## config.mk

```make
export PLATFORM = sky130hd
export DESIGN_NAME = asrx_core
export DESIGN_NICKNAME = d
export VERILOG_FILES = /design/src/logic/asrx_pkg.sv /design/src/logic/asrx_core.sv
export SDC_FILE = /design/constraint.sdc
export NUM_CORES = 1
export LEC_CHECK = 0
export BUFFER_PORTS_ARGS = -buffer_cell sky130_fd_sc_hd__buf_2
export CAP_MARGIN = 20
export CORE_ASPECT_RATIO = 0.75
export CORE_UTILIZATION = 64
export CTS_BUF_LIST = sky130_fd_sc_hd__clkbuf_16
export CTS_CLUSTER_DIAMETER = 100
export DETAILED_ROUTE_END_ITERATION = 10
export GPL_ROUTABILITY_DRIVEN = 0
export GPL_TIMING_DRIVEN = 0
export PLACE_DENSITY_LB_ADDON = 0.12
export RECOVER_POWER = 50
export SKIP_CTS_REPAIR_TIMING = 1
export SYNTH_ARGS = -nofsm -noshare
export SYNTH_HDL_FRONTEND = slang
export SYNTH_SLANG_ARGS = --single-unit
```

## constraint.sdc

```tcl
create_clock -name pclk -period 5.9 [get_ports pclk]
set_clock_uncertainty 0.2 [all_clocks]
set_input_delay 0.59 -clock pclk [delete_from_list [all_inputs] [get_ports pclk]]
set_output_delay 0.59 -clock pclk [all_outputs]
set_load 0.01 [all_outputs]
```

## src/logic/asrx_pkg.sv

```systemverilog
// constants, field layouts and carrier types for the serial receiver/transmitter core
package asrx_pkg;

  // register byte addresses on the apb side
  localparam logic [7:0] ADDR_DATA   = 8'h00;
  localparam logic [7:0] ADDR_CTRL1  = 8'h04;
  localparam logic [7:0] ADDR_CTRL2  = 8'h08;
  localparam logic [7:0] ADDR_STATUS = 8'h0c;
  localparam logic [7:0] ADDR_BAUD   = 8'h10;

  // serial_control_one fields
  localparam int C1_RX_NINTH = 7;
  localparam int C1_TX_NINTH = 6;
  localparam int C1_WIDTH9   = 4;
  localparam int C1_WAKE_ADR = 3;
  // serial_control_two fields
  localparam int C2_TX_EMPTY_IE = 7;
  localparam int C2_TX_DONE_IE  = 6;
  localparam int C2_RX_IE       = 5;
  localparam int C2_IDLE_IE     = 4;
  localparam int C2_TX_EN       = 3;
  localparam int C2_RX_EN       = 2;
  localparam int C2_RX_STANDBY  = 1;
  localparam int C2_BREAK_SEND  = 0;
  // baud register fields
  localparam int BD_PRESC_LO = 4;
  localparam int BD_RATE_LO  = 0;

  // prescaler terminal counts for divide by 1, 3, 4 and 13
  localparam logic [3:0] PRESC_MAX_D1  = 4'h0;
  localparam logic [3:0] PRESC_MAX_D3  = 4'h2;
  localparam logic [3:0] PRESC_MAX_D4  = 4'h3;
  localparam logic [3:0] PRESC_MAX_D13 = 4'hc;

  // sample tick positions within one bit, position 1 is the expected bit start
  localparam logic [4:0] RT_FIRST = 5'h01;
  localparam logic [4:0] RT_VER1  = 5'h03;
  localparam logic [4:0] RT_VER2  = 5'h05;
  localparam logic [4:0] RT_VER3  = 5'h07;
  localparam logic [4:0] RT_SMP1  = 5'h08;
  localparam logic [4:0] RT_SMP2  = 5'h09;
  localparam logic [4:0] RT_SMP3  = 5'h0a;
  localparam logic [4:0] RT_WRAP  = 5'h10;
  localparam logic [1:0] VER_MIN_LOW = 2'h2;
  localparam logic [3:0] TX_RT_LAST  = 4'hf;

  // character geometry, in bits and in sample ticks
  localparam logic [3:0] FRAME_LEN8 = 4'ha;
  localparam logic [3:0] FRAME_LEN9 = 4'hb;
  localparam logic [3:0] DATA_BITS8 = 4'h8;
  localparam logic [3:0] DATA_BITS9 = 4'h9;
  localparam logic [7:0] IDLE_RT8   = 8'ha0;
  localparam logic [7:0] IDLE_RT9   = 8'hb0;
  localparam logic [7:0] BREAK_DATA = 8'h3b;

  typedef enum logic [1:0] {
    RX_IDLE = 2'b00,
    RX_BITS = 2'b01
  } asrx_rx_state_type;

  typedef struct packed {
    logic tx_empty_flag;
    logic tx_done_flag;
    logic rx_full_flag;
    logic idle_flag;
    logic overrun_flag;
    logic noise_flag;
    logic framing_error_flag;
  } asrx_status_type;

  typedef struct packed {
    logic        psel;
    logic        penable;
    logic        pwrite;
    logic [7:0]  paddr;
    logic [31:0] pwdata;
  } asrx_apb_req_type;

endpackage : asrx_pkg

```

## src/logic/asrx_core.sv

```systemverilog
// apb serial receiver/transmitter with standby wakeup, 16x oversampling and break handling
`timescale 1ns/1ps
`default_nettype none
module asrx_core (
  input  wire logic                      pclk,
  input  wire logic                      presetn,
  input  wire logic                      psel,
  input  wire logic                      penable,
  input  wire logic                      pwrite,
  input  wire logic [7:0]                paddr,
  input  wire logic [31:0]               pwdata,
  output logic      [31:0]               prdata,
  output logic                           pready,
  output logic                           pslverr,
  input  wire logic                      rx_serial_in,
  output logic                           tx_serial_out,
  output logic                           irq
);
  import asrx_pkg::*;

  typedef struct packed {
    asrx_rx_state_type rx_state;
    logic [4:0]        rt_cnt;
    logic [3:0]        bit_idx;
    logic [2:0]        smp;
    logic [1:0]        ver_low;
    logic              noise_acc;
    logic [8:0]        rx_shift;
    logic              hi_seen;
    logic              fe_hold;
    logic [7:0]        idle_cnt;
    logic              char_seen;
    logic [7:0]        rx_data;
    asrx_status_type   flags;
    asrx_status_type   armed;
    logic              tx_empty_irq_en;
    logic              tx_done_irq_en;
    logic              rx_irq_en;
    logic              idle_irq_en;
    logic              tx_enable_bit;
    logic              rx_enable;
    logic              rx_standby;
    logic              break_send;
    logic [1:0]        presc_sel;
    logic [3:0]        presc_cnt;
    logic [6:0]        rate_cnt;
    logic [3:0]        tx_rt;
    logic [10:0]       tx_shift;
    logic [3:0]        tx_left;
    logic [7:0]        tx_data;
    logic              pre_pend;
    logic              brk_act;
    logic              txd;
    logic              irq;
    logic [31:0]       prdata;
    logic              pready;
  } asrx_state_type;

  // bits that keep their value through reset
  typedef struct packed {
    logic       width9;
    logic       wake_adr;
    logic       rx_ninth_bit;
    logic       tx_ninth_bit;
    logic [2:0] rate_sel;
  } asrx_keep_type;

  asrx_state_type   s_r;
  asrx_state_type   s_nxt;
  asrx_keep_type    k_r;
  asrx_keep_type    k_nxt;
  asrx_apb_req_type req;

  assign req = '{psel: psel, penable: penable, pwrite: pwrite, paddr: paddr, pwdata: pwdata};

  function automatic logic [3:0] presc_max(input logic [1:0] sel);
    unique case (sel)
      2'b00:   presc_max = PRESC_MAX_D1;
      2'b01:   presc_max = PRESC_MAX_D3;
      2'b10:   presc_max = PRESC_MAX_D4;
      default: presc_max = PRESC_MAX_D13;
    endcase
  endfunction : presc_max

  function automatic logic [6:0] rate_max(input logic [2:0] sel);
    rate_max = 7'((8'h01 << sel) - 8'h01);
  endfunction : rate_max

  function automatic logic vote3(input logic [2:0] v);
    vote3 = (v[0] & v[1]) | (v[0] & v[2]) | (v[1] & v[2]);
  endfunction : vote3

  always_comb begin
    logic            presc_tick;
    logic            rt_tick;
    logic            tx_tick;
    logic            acc;
    logic            done;
    logic [4:0]      pos;
    logic            rxs;
    logic            vote;
    logic            disagree;
    logic [3:0]      nbits;
    logic [3:0]      flen;
    logic [7:0]      idle_lim;
    logic            active;
    logic            brk;
    logic [1:0]      vlow;
    asrx_status_type clr;
    presc_tick = 1'b0;
    rt_tick    = 1'b0;
    tx_tick    = 1'b0;
    acc        = req.psel & req.penable & ~s_r.pready;
    done       = req.psel & req.penable & s_r.pready;
    pos        = 5'h00;
    rxs        = rx_serial_in;
    vote       = 1'b0;
    disagree   = 1'b0;
    nbits      = k_r.width9 ? DATA_BITS9 : DATA_BITS8;
    flen       = k_r.width9 ? FRAME_LEN9 : FRAME_LEN8;
    idle_lim   = k_r.width9 ? IDLE_RT9 : IDLE_RT8;
    active     = 1'b0;
    brk        = 1'b0;
    vlow       = 2'h0;
    clr        = '0;
    s_nxt      = s_r;
    k_nxt      = k_r;

    // baud chain: prescaler, then power-of-two divider, gives the 16x sample tick
    presc_tick = (s_r.presc_cnt == presc_max(s_r.presc_sel));
    s_nxt.presc_cnt = presc_tick ? 4'h0 : s_r.presc_cnt + 4'h1;
    if (presc_tick) begin
      // rate select has no reset: the if keeps the counter known until software sets it
      rt_tick = (s_r.rate_cnt >= rate_max(k_r.rate_sel));
      if (rt_tick) begin
        s_nxt.rate_cnt = 7'h00;
      end else begin
        s_nxt.rate_cnt = s_r.rate_cnt + 7'h01;
      end
    end
    if (rt_tick) begin
      s_nxt.tx_rt = s_r.tx_rt + 4'h1;
    end
    tx_tick = rt_tick & (s_r.tx_rt == TX_RT_LAST);

    // apb slave: one wait state, read data registered with pready, write effects at the completing edge
    s_nxt.pready = acc;
    if (acc) begin
      unique case (req.paddr)
        ADDR_DATA:   s_nxt.prdata = {24'h000000, s_r.rx_data};
        ADDR_CTRL1:  s_nxt.prdata = {24'h000000, k_r.rx_ninth_bit, k_r.tx_ninth_bit, 1'b0,
                                     k_r.width9, k_r.wake_adr, 3'h0};
        ADDR_CTRL2:  s_nxt.prdata = {24'h000000, s_r.tx_empty_irq_en, s_r.tx_done_irq_en,
                                     s_r.rx_irq_en, s_r.idle_irq_en, s_r.tx_enable_bit,
                                     s_r.rx_enable, s_r.rx_standby, s_r.break_send};
        ADDR_STATUS: s_nxt.prdata = {24'h000000, s_r.flags, 1'b0};
        ADDR_BAUD:   s_nxt.prdata = {26'h0000000, s_r.presc_sel, 1'b0, k_r.rate_sel};
        default:     s_nxt.prdata = 32'h00000000;
      endcase
    end
    if (done && req.pwrite) begin
      unique case (req.paddr)
        ADDR_DATA: begin
          s_nxt.tx_data = req.pwdata[7:0];
          clr.tx_empty_flag = s_r.armed.tx_empty_flag;
          clr.tx_done_flag  = s_r.armed.tx_done_flag;
          s_nxt.armed.tx_empty_flag = 1'b0;
          s_nxt.armed.tx_done_flag  = 1'b0;
        end
        ADDR_CTRL1: begin
          k_nxt.tx_ninth_bit = req.pwdata[C1_TX_NINTH];
          k_nxt.width9       = req.pwdata[C1_WIDTH9];
          k_nxt.wake_adr     = req.pwdata[C1_WAKE_ADR];
        end
        ADDR_CTRL2: begin
          s_nxt.tx_empty_irq_en = req.pwdata[C2_TX_EMPTY_IE];
          s_nxt.tx_done_irq_en  = req.pwdata[C2_TX_DONE_IE];
          s_nxt.rx_irq_en       = req.pwdata[C2_RX_IE];
          s_nxt.idle_irq_en     = req.pwdata[C2_IDLE_IE];
          s_nxt.tx_enable_bit   = req.pwdata[C2_TX_EN];
          s_nxt.rx_enable       = req.pwdata[C2_RX_EN];
          s_nxt.rx_standby      = req.pwdata[C2_RX_STANDBY];
          s_nxt.break_send      = req.pwdata[C2_BREAK_SEND];
          if (req.pwdata[C2_TX_EN] && !s_r.tx_enable_bit) begin
            s_nxt.pre_pend = 1'b1;
          end
        end
        ADDR_BAUD: begin
          s_nxt.presc_sel = req.pwdata[BD_PRESC_LO +: 2];
          k_nxt.rate_sel  = req.pwdata[BD_RATE_LO +: 3];
        end
        default: begin
        end
      endcase
    end
    if (done && !req.pwrite) begin
      if (req.paddr == ADDR_STATUS) begin
        s_nxt.armed = s_r.flags;
      end else if (req.paddr == ADDR_DATA) begin
        clr.rx_full_flag       = s_r.armed.rx_full_flag;
        clr.idle_flag          = s_r.armed.idle_flag;
        clr.overrun_flag       = s_r.armed.overrun_flag;
        clr.noise_flag         = s_r.armed.noise_flag;
        clr.framing_error_flag = s_r.armed.framing_error_flag;
        s_nxt.armed = s_r.armed & {2'b11, 5'h00};
      end
    end
    // clears first so that a flag set in the same cycle survives
    s_nxt.flags = s_r.flags & ~clr;

    // receiver, one step per sample tick
    if (rt_tick && s_r.rx_enable) begin
      unique case (s_r.rx_state)
        RX_IDLE: begin
          if (rxs) begin
            s_nxt.hi_seen = 1'b1;
            if (s_r.idle_cnt != idle_lim) begin
              s_nxt.idle_cnt = s_r.idle_cnt + 8'h01;
            end
            if (s_r.idle_cnt + 8'h01 == idle_lim) begin
              if (s_r.rx_standby) begin
                if (!k_r.wake_adr) begin
                  s_nxt.rx_standby = 1'b0;
                end
              end else if (s_r.char_seen) begin
                s_nxt.flags.idle_flag = 1'b1;
                s_nxt.char_seen = 1'b0;
              end
            end
          end else begin
            s_nxt.idle_cnt = 8'h00;
            // a start edge needs a high level first; after a break this waits for a real one
            if (s_r.hi_seen) begin
              s_nxt.rx_state  = RX_BITS;
              s_nxt.rt_cnt    = RT_FIRST;
              s_nxt.bit_idx   = 4'h0;
              s_nxt.ver_low   = 2'h0;
              s_nxt.noise_acc = 1'b0;
              s_nxt.fe_hold   = 1'b0;
              // stale bits of the last character would hide an 8-bit break
              s_nxt.rx_shift  = 9'h000;
            end
          end
        end
        RX_BITS: begin
          pos = (s_r.rt_cnt == RT_WRAP) ? RT_FIRST : s_r.rt_cnt + 5'h01;
          s_nxt.rt_cnt = pos;
          if (pos == RT_FIRST) begin
            s_nxt.bit_idx = s_r.bit_idx + 4'h1;
            if (s_r.fe_hold) begin
              // artificial start: qualifiers read high, edge taken no sooner than expected
              s_nxt.rx_state = RX_IDLE;
              s_nxt.hi_seen  = 1'b1;
              s_nxt.fe_hold  = 1'b0;
            end
          end
          vlow = s_r.ver_low + {1'b0, ~rxs};
          if (s_r.bit_idx == 4'h0 &&
              (pos == RT_VER1 || pos == RT_VER2 || pos == RT_VER3)) begin
            s_nxt.ver_low = vlow;
            if (rxs) begin
              s_nxt.noise_acc = 1'b1;
            end
            if (pos == RT_VER3 && vlow < VER_MIN_LOW) begin
              s_nxt.rx_state = RX_IDLE;
            end
          end
          if (pos == RT_SMP1 || pos == RT_SMP2 || pos == RT_SMP3) begin
            s_nxt.smp = {rxs, s_r.smp[2:1]};
          end
          if (pos == RT_SMP3 && !s_r.fe_hold) begin
            vote     = vote3({rxs, s_r.smp[2:1]});
            disagree = !(rxs == s_r.smp[2] && rxs == s_r.smp[1]);
            if (disagree) begin
              s_nxt.noise_acc = 1'b1;
            end
            if (s_r.bit_idx == 4'h0) begin
              if (vote) begin
                s_nxt.rx_state = RX_IDLE;
              end
            end else if (s_r.bit_idx <= nbits) begin
              s_nxt.rx_shift = {vote, s_r.rx_shift[8:1]};
            end else begin
              // stop bit: the character's msb sits in shift bit 8 for both widths
              brk    = ~vote & (s_r.rx_shift == 9'h000);
              active = ~s_r.rx_standby | (k_r.wake_adr & s_r.rx_shift[8]);
              if (s_r.rx_standby && active) begin
                s_nxt.rx_standby = 1'b0;
              end
              if (active) begin
                s_nxt.char_seen = 1'b1;
                if (s_nxt.flags.rx_full_flag) begin
                  s_nxt.flags.overrun_flag = 1'b1;
                end else begin
                  s_nxt.flags.rx_full_flag       = 1'b1;
                  s_nxt.flags.noise_flag         = s_nxt.noise_acc;
                  s_nxt.flags.framing_error_flag = ~vote;
                  if (brk) begin
                    s_nxt.rx_data = BREAK_DATA;
                  end else begin
                    s_nxt.rx_data = k_r.width9 ? s_r.rx_shift[7:0] : s_r.rx_shift[8:1];
                  end
                  if (k_r.width9) begin
                    k_nxt.rx_ninth_bit = s_r.rx_shift[8];
                  end
                end
              end
              if (brk) begin
                s_nxt.rx_state = RX_IDLE;
                s_nxt.hi_seen  = 1'b0;
              end else if (!vote) begin
                s_nxt.fe_hold = 1'b1;
              end else begin
                s_nxt.rx_state = RX_IDLE;
                s_nxt.hi_seen  = 1'b1;
              end
            end
          end
        end
        default: begin
          s_nxt.rx_state = RX_IDLE;
        end
      endcase
    end
    if (!s_r.rx_enable) begin
      s_nxt.rx_state = RX_IDLE;
      s_nxt.hi_seen  = 1'b0;
      s_nxt.idle_cnt = 8'h00;
    end

    // transmitter: a bit lasts sixteen sample ticks, line holds high when nothing is queued
    if (tx_tick) begin
      if (s_r.tx_left != 4'h0) begin
        s_nxt.txd      = s_r.tx_shift[0];
        s_nxt.tx_shift = {1'b1, s_r.tx_shift[10:1]};
        s_nxt.tx_left  = s_r.tx_left - 4'h1;
      end else if (s_r.tx_enable_bit && s_r.pre_pend) begin
        s_nxt.txd      = 1'b1;
        s_nxt.tx_shift = 11'h7ff;
        s_nxt.tx_left  = flen - 4'h1;
        s_nxt.pre_pend = 1'b0;
      end else if (s_r.tx_enable_bit && s_r.break_send) begin
        s_nxt.txd      = 1'b0;
        s_nxt.tx_shift = 11'h000;
        s_nxt.tx_left  = flen - 4'h1;
        s_nxt.brk_act  = 1'b1;
      end else if (s_r.brk_act) begin
        s_nxt.txd     = 1'b1;
        s_nxt.brk_act = 1'b0;
      end else if (s_r.tx_enable_bit && !s_r.flags.tx_empty_flag) begin
        s_nxt.txd      = 1'b0;
        s_nxt.tx_shift = {1'b1, k_r.width9 ? k_r.tx_ninth_bit : 1'b1, s_r.tx_data, 1'b0};
        s_nxt.tx_shift = {1'b1, s_nxt.tx_shift[10:1]};
        s_nxt.tx_left  = flen - 4'h1;
        s_nxt.flags.tx_empty_flag = 1'b1;
      end else begin
        s_nxt.txd = 1'b1;
        if (s_r.flags.tx_empty_flag) begin
          s_nxt.flags.tx_done_flag = 1'b1;
        end
      end
      if (s_r.tx_left == 4'h0 && s_nxt.tx_left != 4'h0) begin
        s_nxt.flags.tx_done_flag = 1'b0;
      end
    end

    // receiver requests are also gated by the receiver enable
    s_nxt.irq = (s_nxt.tx_empty_irq_en & s_nxt.flags.tx_empty_flag) |
                (s_nxt.tx_done_irq_en & s_nxt.flags.tx_done_flag) |
                (s_nxt.rx_enable & s_nxt.rx_irq_en &
                 (s_nxt.flags.rx_full_flag | s_nxt.flags.overrun_flag)) |
                (s_nxt.rx_enable & s_nxt.idle_irq_en & s_nxt.flags.idle_flag);
  end

  always_ff @(posedge pclk or negedge presetn) begin
    if (!presetn) begin
      s_r <= '0;
      s_r.hi_seen <= 1'b1;
      s_r.flags.tx_empty_flag <= 1'b1;
      s_r.flags.tx_done_flag  <= 1'b1;
      s_r.txd <= 1'b1;
    end else begin
      s_r <= s_nxt;
    end
  end

  // width, wake method, ninth bits and rate select survive reset, so no reset term here
  always_ff @(posedge pclk) begin
    k_r <= k_nxt;
  end

  always_ff @(posedge pclk or negedge presetn) begin
    if (!presetn) begin
      pslverr <= 1'b0;
    end else begin
      pslverr <= 1'b0;
    end
  end

  assign prdata        = s_r.prdata;
  assign pready        = s_r.pready;
  assign tx_serial_out = s_r.txd;
  assign irq           = s_r.irq;

endmodule : asrx_core
`default_nettype wire

```

# Word level (Yosys, flattened, before mapping)
# Index checks and enable logic that the tools add are counted.
[totals]
elab_cells = 323
output_inout_bits = 36
inputBits = 46
regBits = 151
[op_classes]
magnitude_cmp = 3
n_reduce_logical = 49
shifts = 1
n_bitwise = 33
eq_ne = 43
addsub = 10
n_mux = 132
[ops]
columns = ["cell", "n"]
rows = [
  ["$mux W15", 6],
  ["$mux W8", 9],
  ["$mux W2", 26],
  ["$mux W1", 50],
  ["$mux W45", 1],
  ["$mux W9", 5],
  ["$pmux W8 S5", 1],
  ["$mux W12", 3],
  ["$mux W11", 3],
  ["$mux W5", 6],
  ["$mux W7", 4],
  ["$pmux W14 S2", 1],
  ["$mux W3", 9],
  ["$ne A2 B2 Y1 const B", 12],
  ["$pmux W9 S2", 1],
  ["$reduce_and A3 Y1", 6],
  ["$eq A8 B4 Y1 const B", 2],
  ["$and A1 B1 Y1", 15],
  ["$eq A5 B4 Y1 const B", 3],
  ["$reduce_and A7 Y1", 2],
  ["$logic_and A1 B1 Y1", 13],
  ["$add A4 B1 Y4 const B", 3],
  ["$ne A3 B3 Y1 const B", 4],
  ["$pmux W4 S3", 1],
  ["other kinds (49)", 85],
]

# Longest topological paths before layout
[depth]
ltp_word = 19
ltp_mapped = 10
mapped_depth_nobuf = 8

# Least setup slack after synthesis
# No wires, ideal clock.
[synth_path]
path_type = "register to register"
from = "register k_r[1] in the netlist's numbering"
to = "register s_r[126] in the netlist's numbering"
path_buffers = 1
setup_ps = 125
t_required_ps = 5575
path_slack_ps = 2957
period_less_slack_ps = 2943
stages_incl_launch_ff = 10
arrival_ps = 2618
cell_sequence = "edfxtp_1 or3_1 ha_1 nor2b_1 o21ai_1 a41oi_2 or4_4 nor2b_2 buf_6 mux2_4"
[synth_between]
elab_chain_len = 6
[synth_lines]
columns = ["item", "line_no", "source"]
rows = [
  ["start: declaration", "asrx_core.sv:70", "asrx_keep_type k_r;"],
  ["start signal: assignment", "asrx_core.sv:389", "k_r <= k_nxt;"],
  ["$shl A1 B3 Y7", "asrx_core.sv:86", "rate_max = 7'((8'h01 << sel) - 8'h01);"],
  ["$sub A7 B1 Y7", "asrx_core.sv:86", ""],
  ["$ge A7 B7 Y1", "asrx_core.sv:134", "rt_tick = (s_r.rate_cnt >= rate_max(k_r.rate_sel));"],
  ["$mux W1", "asrx_core.sv:132", "if (presc_tick) begin"],
  ["$logic_and A1 B1 Y1", "asrx_core.sv:212", "if (rt_tick && s_r.rx_enable) begin"],
  ["$reduce_and A7 Y1 (no source line)", "n/a", ""],
  ["end signal: assignment", "asrx_core.sv:383", "s_r <= s_nxt;"],
  ["end: declaration", "asrx_core.sv:68", "asrx_state_type s_r;"],
]
# Every way passes these cells.
# A chain may end at the register's enable or synchronous reset.

# Worst setup path in the final report
[layout_path]
from = "register k_r[1] in the netlist's numbering"
to = "register s_r[107] in the netlist's numbering"
[layout_between]
elab_chain_len = 6
[layout_lines]
columns = ["item", "line_no"]
rows = [
  ["$shl A1 B3 Y7", "asrx_core.sv:86"],
  ["$sub A7 B1 Y7", "asrx_core.sv:86"],
  ["$ge A7 B7 Y1", "asrx_core.sv:134"],
  ["$mux W1", "asrx_core.sv:132"],
  ["$logic_and A1 B1 Y1", "asrx_core.sv:212"],
  ["$reduce_and A9 Y1 (no source line)", "n/a"],
]
# Every way passes these cells.

==> results.md <==
- Placed insts: between 900 and 1000
- Synth area leader: dfrtp_1
- Initial Util: 0.658
- Max Cap Viol: 1
- Failing checks: capacitance limit, slew limit
- Initial antenna violation count: 0
- Global-route wire length before repair: around 30 mm
- TritonCTS clock tree: yes
- Critical path class: reg -> reg
- RSZ-0062 raised after global routing: false
- Max-slew headroom: -0.319
- Critical Path Source Type: flop
- WP data required: around 6.0 ns
- Fin crit period: around 3.5 ns
- Mapped cell area: approximately 7000 µm²
- Slew Viols, Final: 35
- Antenna cells: 0
- CTS buffer count: 17
- Die width: 124 µm
- DRT Pass-1 Iters: 7
- Worst Hold Class: in -> reg
- Max frequency: around 280 MHz
- Post-synthesis cell type count: 78
- Clk sink count: about 130
- Cells after synthesis: 750
- Initial drt markers: just over 700
- Vias in the first global route: around 5800
- Peak supply drop: ~270 µV
- Max Root-Sink Buffers: 2
- Post-synth EDFFs: 7
- Via/cell ratio: about 6.3
- Sequential area share after synthesis: 0.444
- Final setup violation count: 0
- Fillers: 735
- Pleak: between 3 and 4 nW
- Setup crit end kind: flop
- Layout cells sized above 1: 0.168
- CP Max Fanout: 10
- Count leader, synth: dfrtp_1
- Final worst slack: approximately 2.4 ns
- DR DRC count: 0
- Synth warn: 0
- Routed vias: about 6200
- Post-place setup slack: around 2.5 ns
- Syn_area_per_cell: 9.60 µm²
- Die height: 93.8 µm
- GRT Total Usage: 0.325
- Async S/R FF share, synth: 0.944
- Routed WL: approximately 18 mm
- Clk Latency, worst-skew pair: 0.42 ns
- Most common flop cell mapped by yosys: dfrtp_1
- Ranking of synthesized cells by area: dfrtp_1 40%, nand2_1 5.5%, ha_1 4.7%
- Fin nets: roughly 900
- Setup TNS: 0 ns
- Status: complete, but fails checks
- Placeable Area: 10900 µm²
- Fin crit share: 0.600
- CTS clk-pin slew, worst paths: approximately 0.060 ns
- Largest net degree at the start of global routing: 86
- Synthesized flop and latch total: between 100 and 150
- Clock root cell: clkbuf_16
- Dpl hpwl: 12.7 mm
- H-tree levels: 4
- Top cell type's share of synthesized area: 0.400
- IO buf count: 30
- Cell Rows: 33
- DIE AREA: 11700 µm²
- Crit path DAT: 3.64 ns
- Area growth syn-to-layout: 14.8%
- Pwr Density: 335 nW/µm²
- Post-DRT Antenna Nets: 0
- Non-filler cells, final: about 1000
- Post-synth top cells: 115 x dfrtp_1, 106 x nand2_1, 56 x o21ai_0
- Routed length per instance: between 15 and 20 µm
- GR Overflow Total: 0
- I/O pins: between 80 and 90
- Final hold viol count: 0
- Actual slew at the worst max-slew pin: roughly 2 ns
worst max-delay path, cell delays in order, from the launching register on:
cell and delay (ns):
edfxtp_1 0.53, or3_1 0.42, ha_1 0.28, nor2b_1 0.04, o21ai_1 0.21, a41o_1 0.37
clkbuf_1 0.51, nand2_1 0.33, o41ai_1 0.41, nand2_1 0.10
power by group:
group | switching, W | internal, W | total (W) | leakage (nW)
Sequential | 0.000113 | 0.000964 | 0.00108 | 1.58
Clock | 0.000423 | 0.000678 | 0.00110 | 0.293
Combinational | 0.000368 | 0.000224 | 0.000592 | 1.98
Total | 0.000904 | 0.00187 | 0.00277 | 3.85
metal layers:
| metal | vias to the layer above | routed length, µm | track usage |
|---|---|---|---|
| met5 | - | 0 | 0 |
| met4 | 0 | 299 | 0.111 |
| met3 | 37 | 1540 | 0.0683 |
| met2 | 318 | 8210 | 0.506 |
| met1 | 2990 | 8060 | 0.454 |
| li1 | 2805 | - | - |
state kept, by name, indices dropped and copies added (netlist names):
| signal | cells |
|---|---|
| k_r | 7 |
| tx_serial_out | 1 |
| pready | 1 |
| irq | 1 |
| s_r | 108 |
| prdata | 8 |
logic make-up (layout without fill, tap and decap cells):
| logic type | count (synthesis) | after routing | share of synthesized area |
|---|---|---|---|
| adder cells (fa/ha/maj) | 27 | 27 | 0.0469 |
| flip-flops | 126 | 126 | 0.444 |
| AO/OA/AOI/OAI | 168 | 168 | 0.159 |
| AND/OR/NAND/NOR | 268 | 268 | 0.183 |
| XOR/XNOR | 13 | 13 | 0.0158 |
| multiplexers | 48 | 48 | 0.0770 |
| other | 1 | 25 | 0.000521 |
| buffers and inverters | 99 | 163 | 0.0732 |
path summary, 6_finish.rpt:
path	start	cells past startpoint	to	slack [ns]
setup / recovery	k_r[1]	9	s_r[107]	2.36
hold / removal	pwdata[0]	3	s_r[77]	0.24
setup reg to reg	k_r[1]	9	s_r[107]	2.36
hold reg to reg	prdata[6]	2	prdata[6]	0.28
max in group asynchronous	presetn	3	tx_serial_out	3.21
min in group asynchronous	presetn	2	prdata[5]	1.07
cell usage in the layout, fill, tap and decap left out, types with 5 or more instances in the layout:
cell and instances:
dfrtp_1 115, nand2_1 106, o21ai_0 56, nand3_1 38, nor2_1 37, inv_1 34, buf_4 33, clkbuf_1 32
ha_1 27, buf_2 26, mux2_2 25, conb_1 25, a21oi_1 20, mux2i_1 19, a22o_1 19, clkbuf_16 19
nor4_1 10, and2_1 10, nor3_1 10, and3_1 9, o22ai_1 9, nand2b_1 8, nand4_1 8, xor2_1 7
o31ai_1 7, edfxtp_1 7, xnor2_1 6, a222oi_1 5
per-stage QoR:
stage                     hold slack, ns  utilization  power [W]  area (µm²)
after global routing               0.234        0.755    0.00290        8260
after detailed placement           0.265        0.699    0.00166        7650
after global placement             0.261        0.696    0.00163        7610
after floorplan                   0.0944            -    0.00148        7290
after CTS                         -0.136        0.756    0.00276        8270
final                              0.236        0.755    0.00277        8260
area by class of cell:
| cell class | count | area (µm²) | area share |
|---|---|---|---|
| Multi-Input combinational cell | 549 | 3570 | 0.432 |
| Tap cell | 140 | 175 | 0.0212 |
| Sequential cell | 126 | 3190 | 0.386 |
| Clock buffer | 19 | 475 | 0.0575 |
| Clock inverter | 13 | 151 | 0.0183 |
| Buffer | 65 | 399 | 0.0483 |
| Inverter | 34 | 128 | 0.0154 |
| Timing Repair Buffer | 32 | 174 | 0.0210 |
No activity file was read; power rests on OpenSTA's default activity.
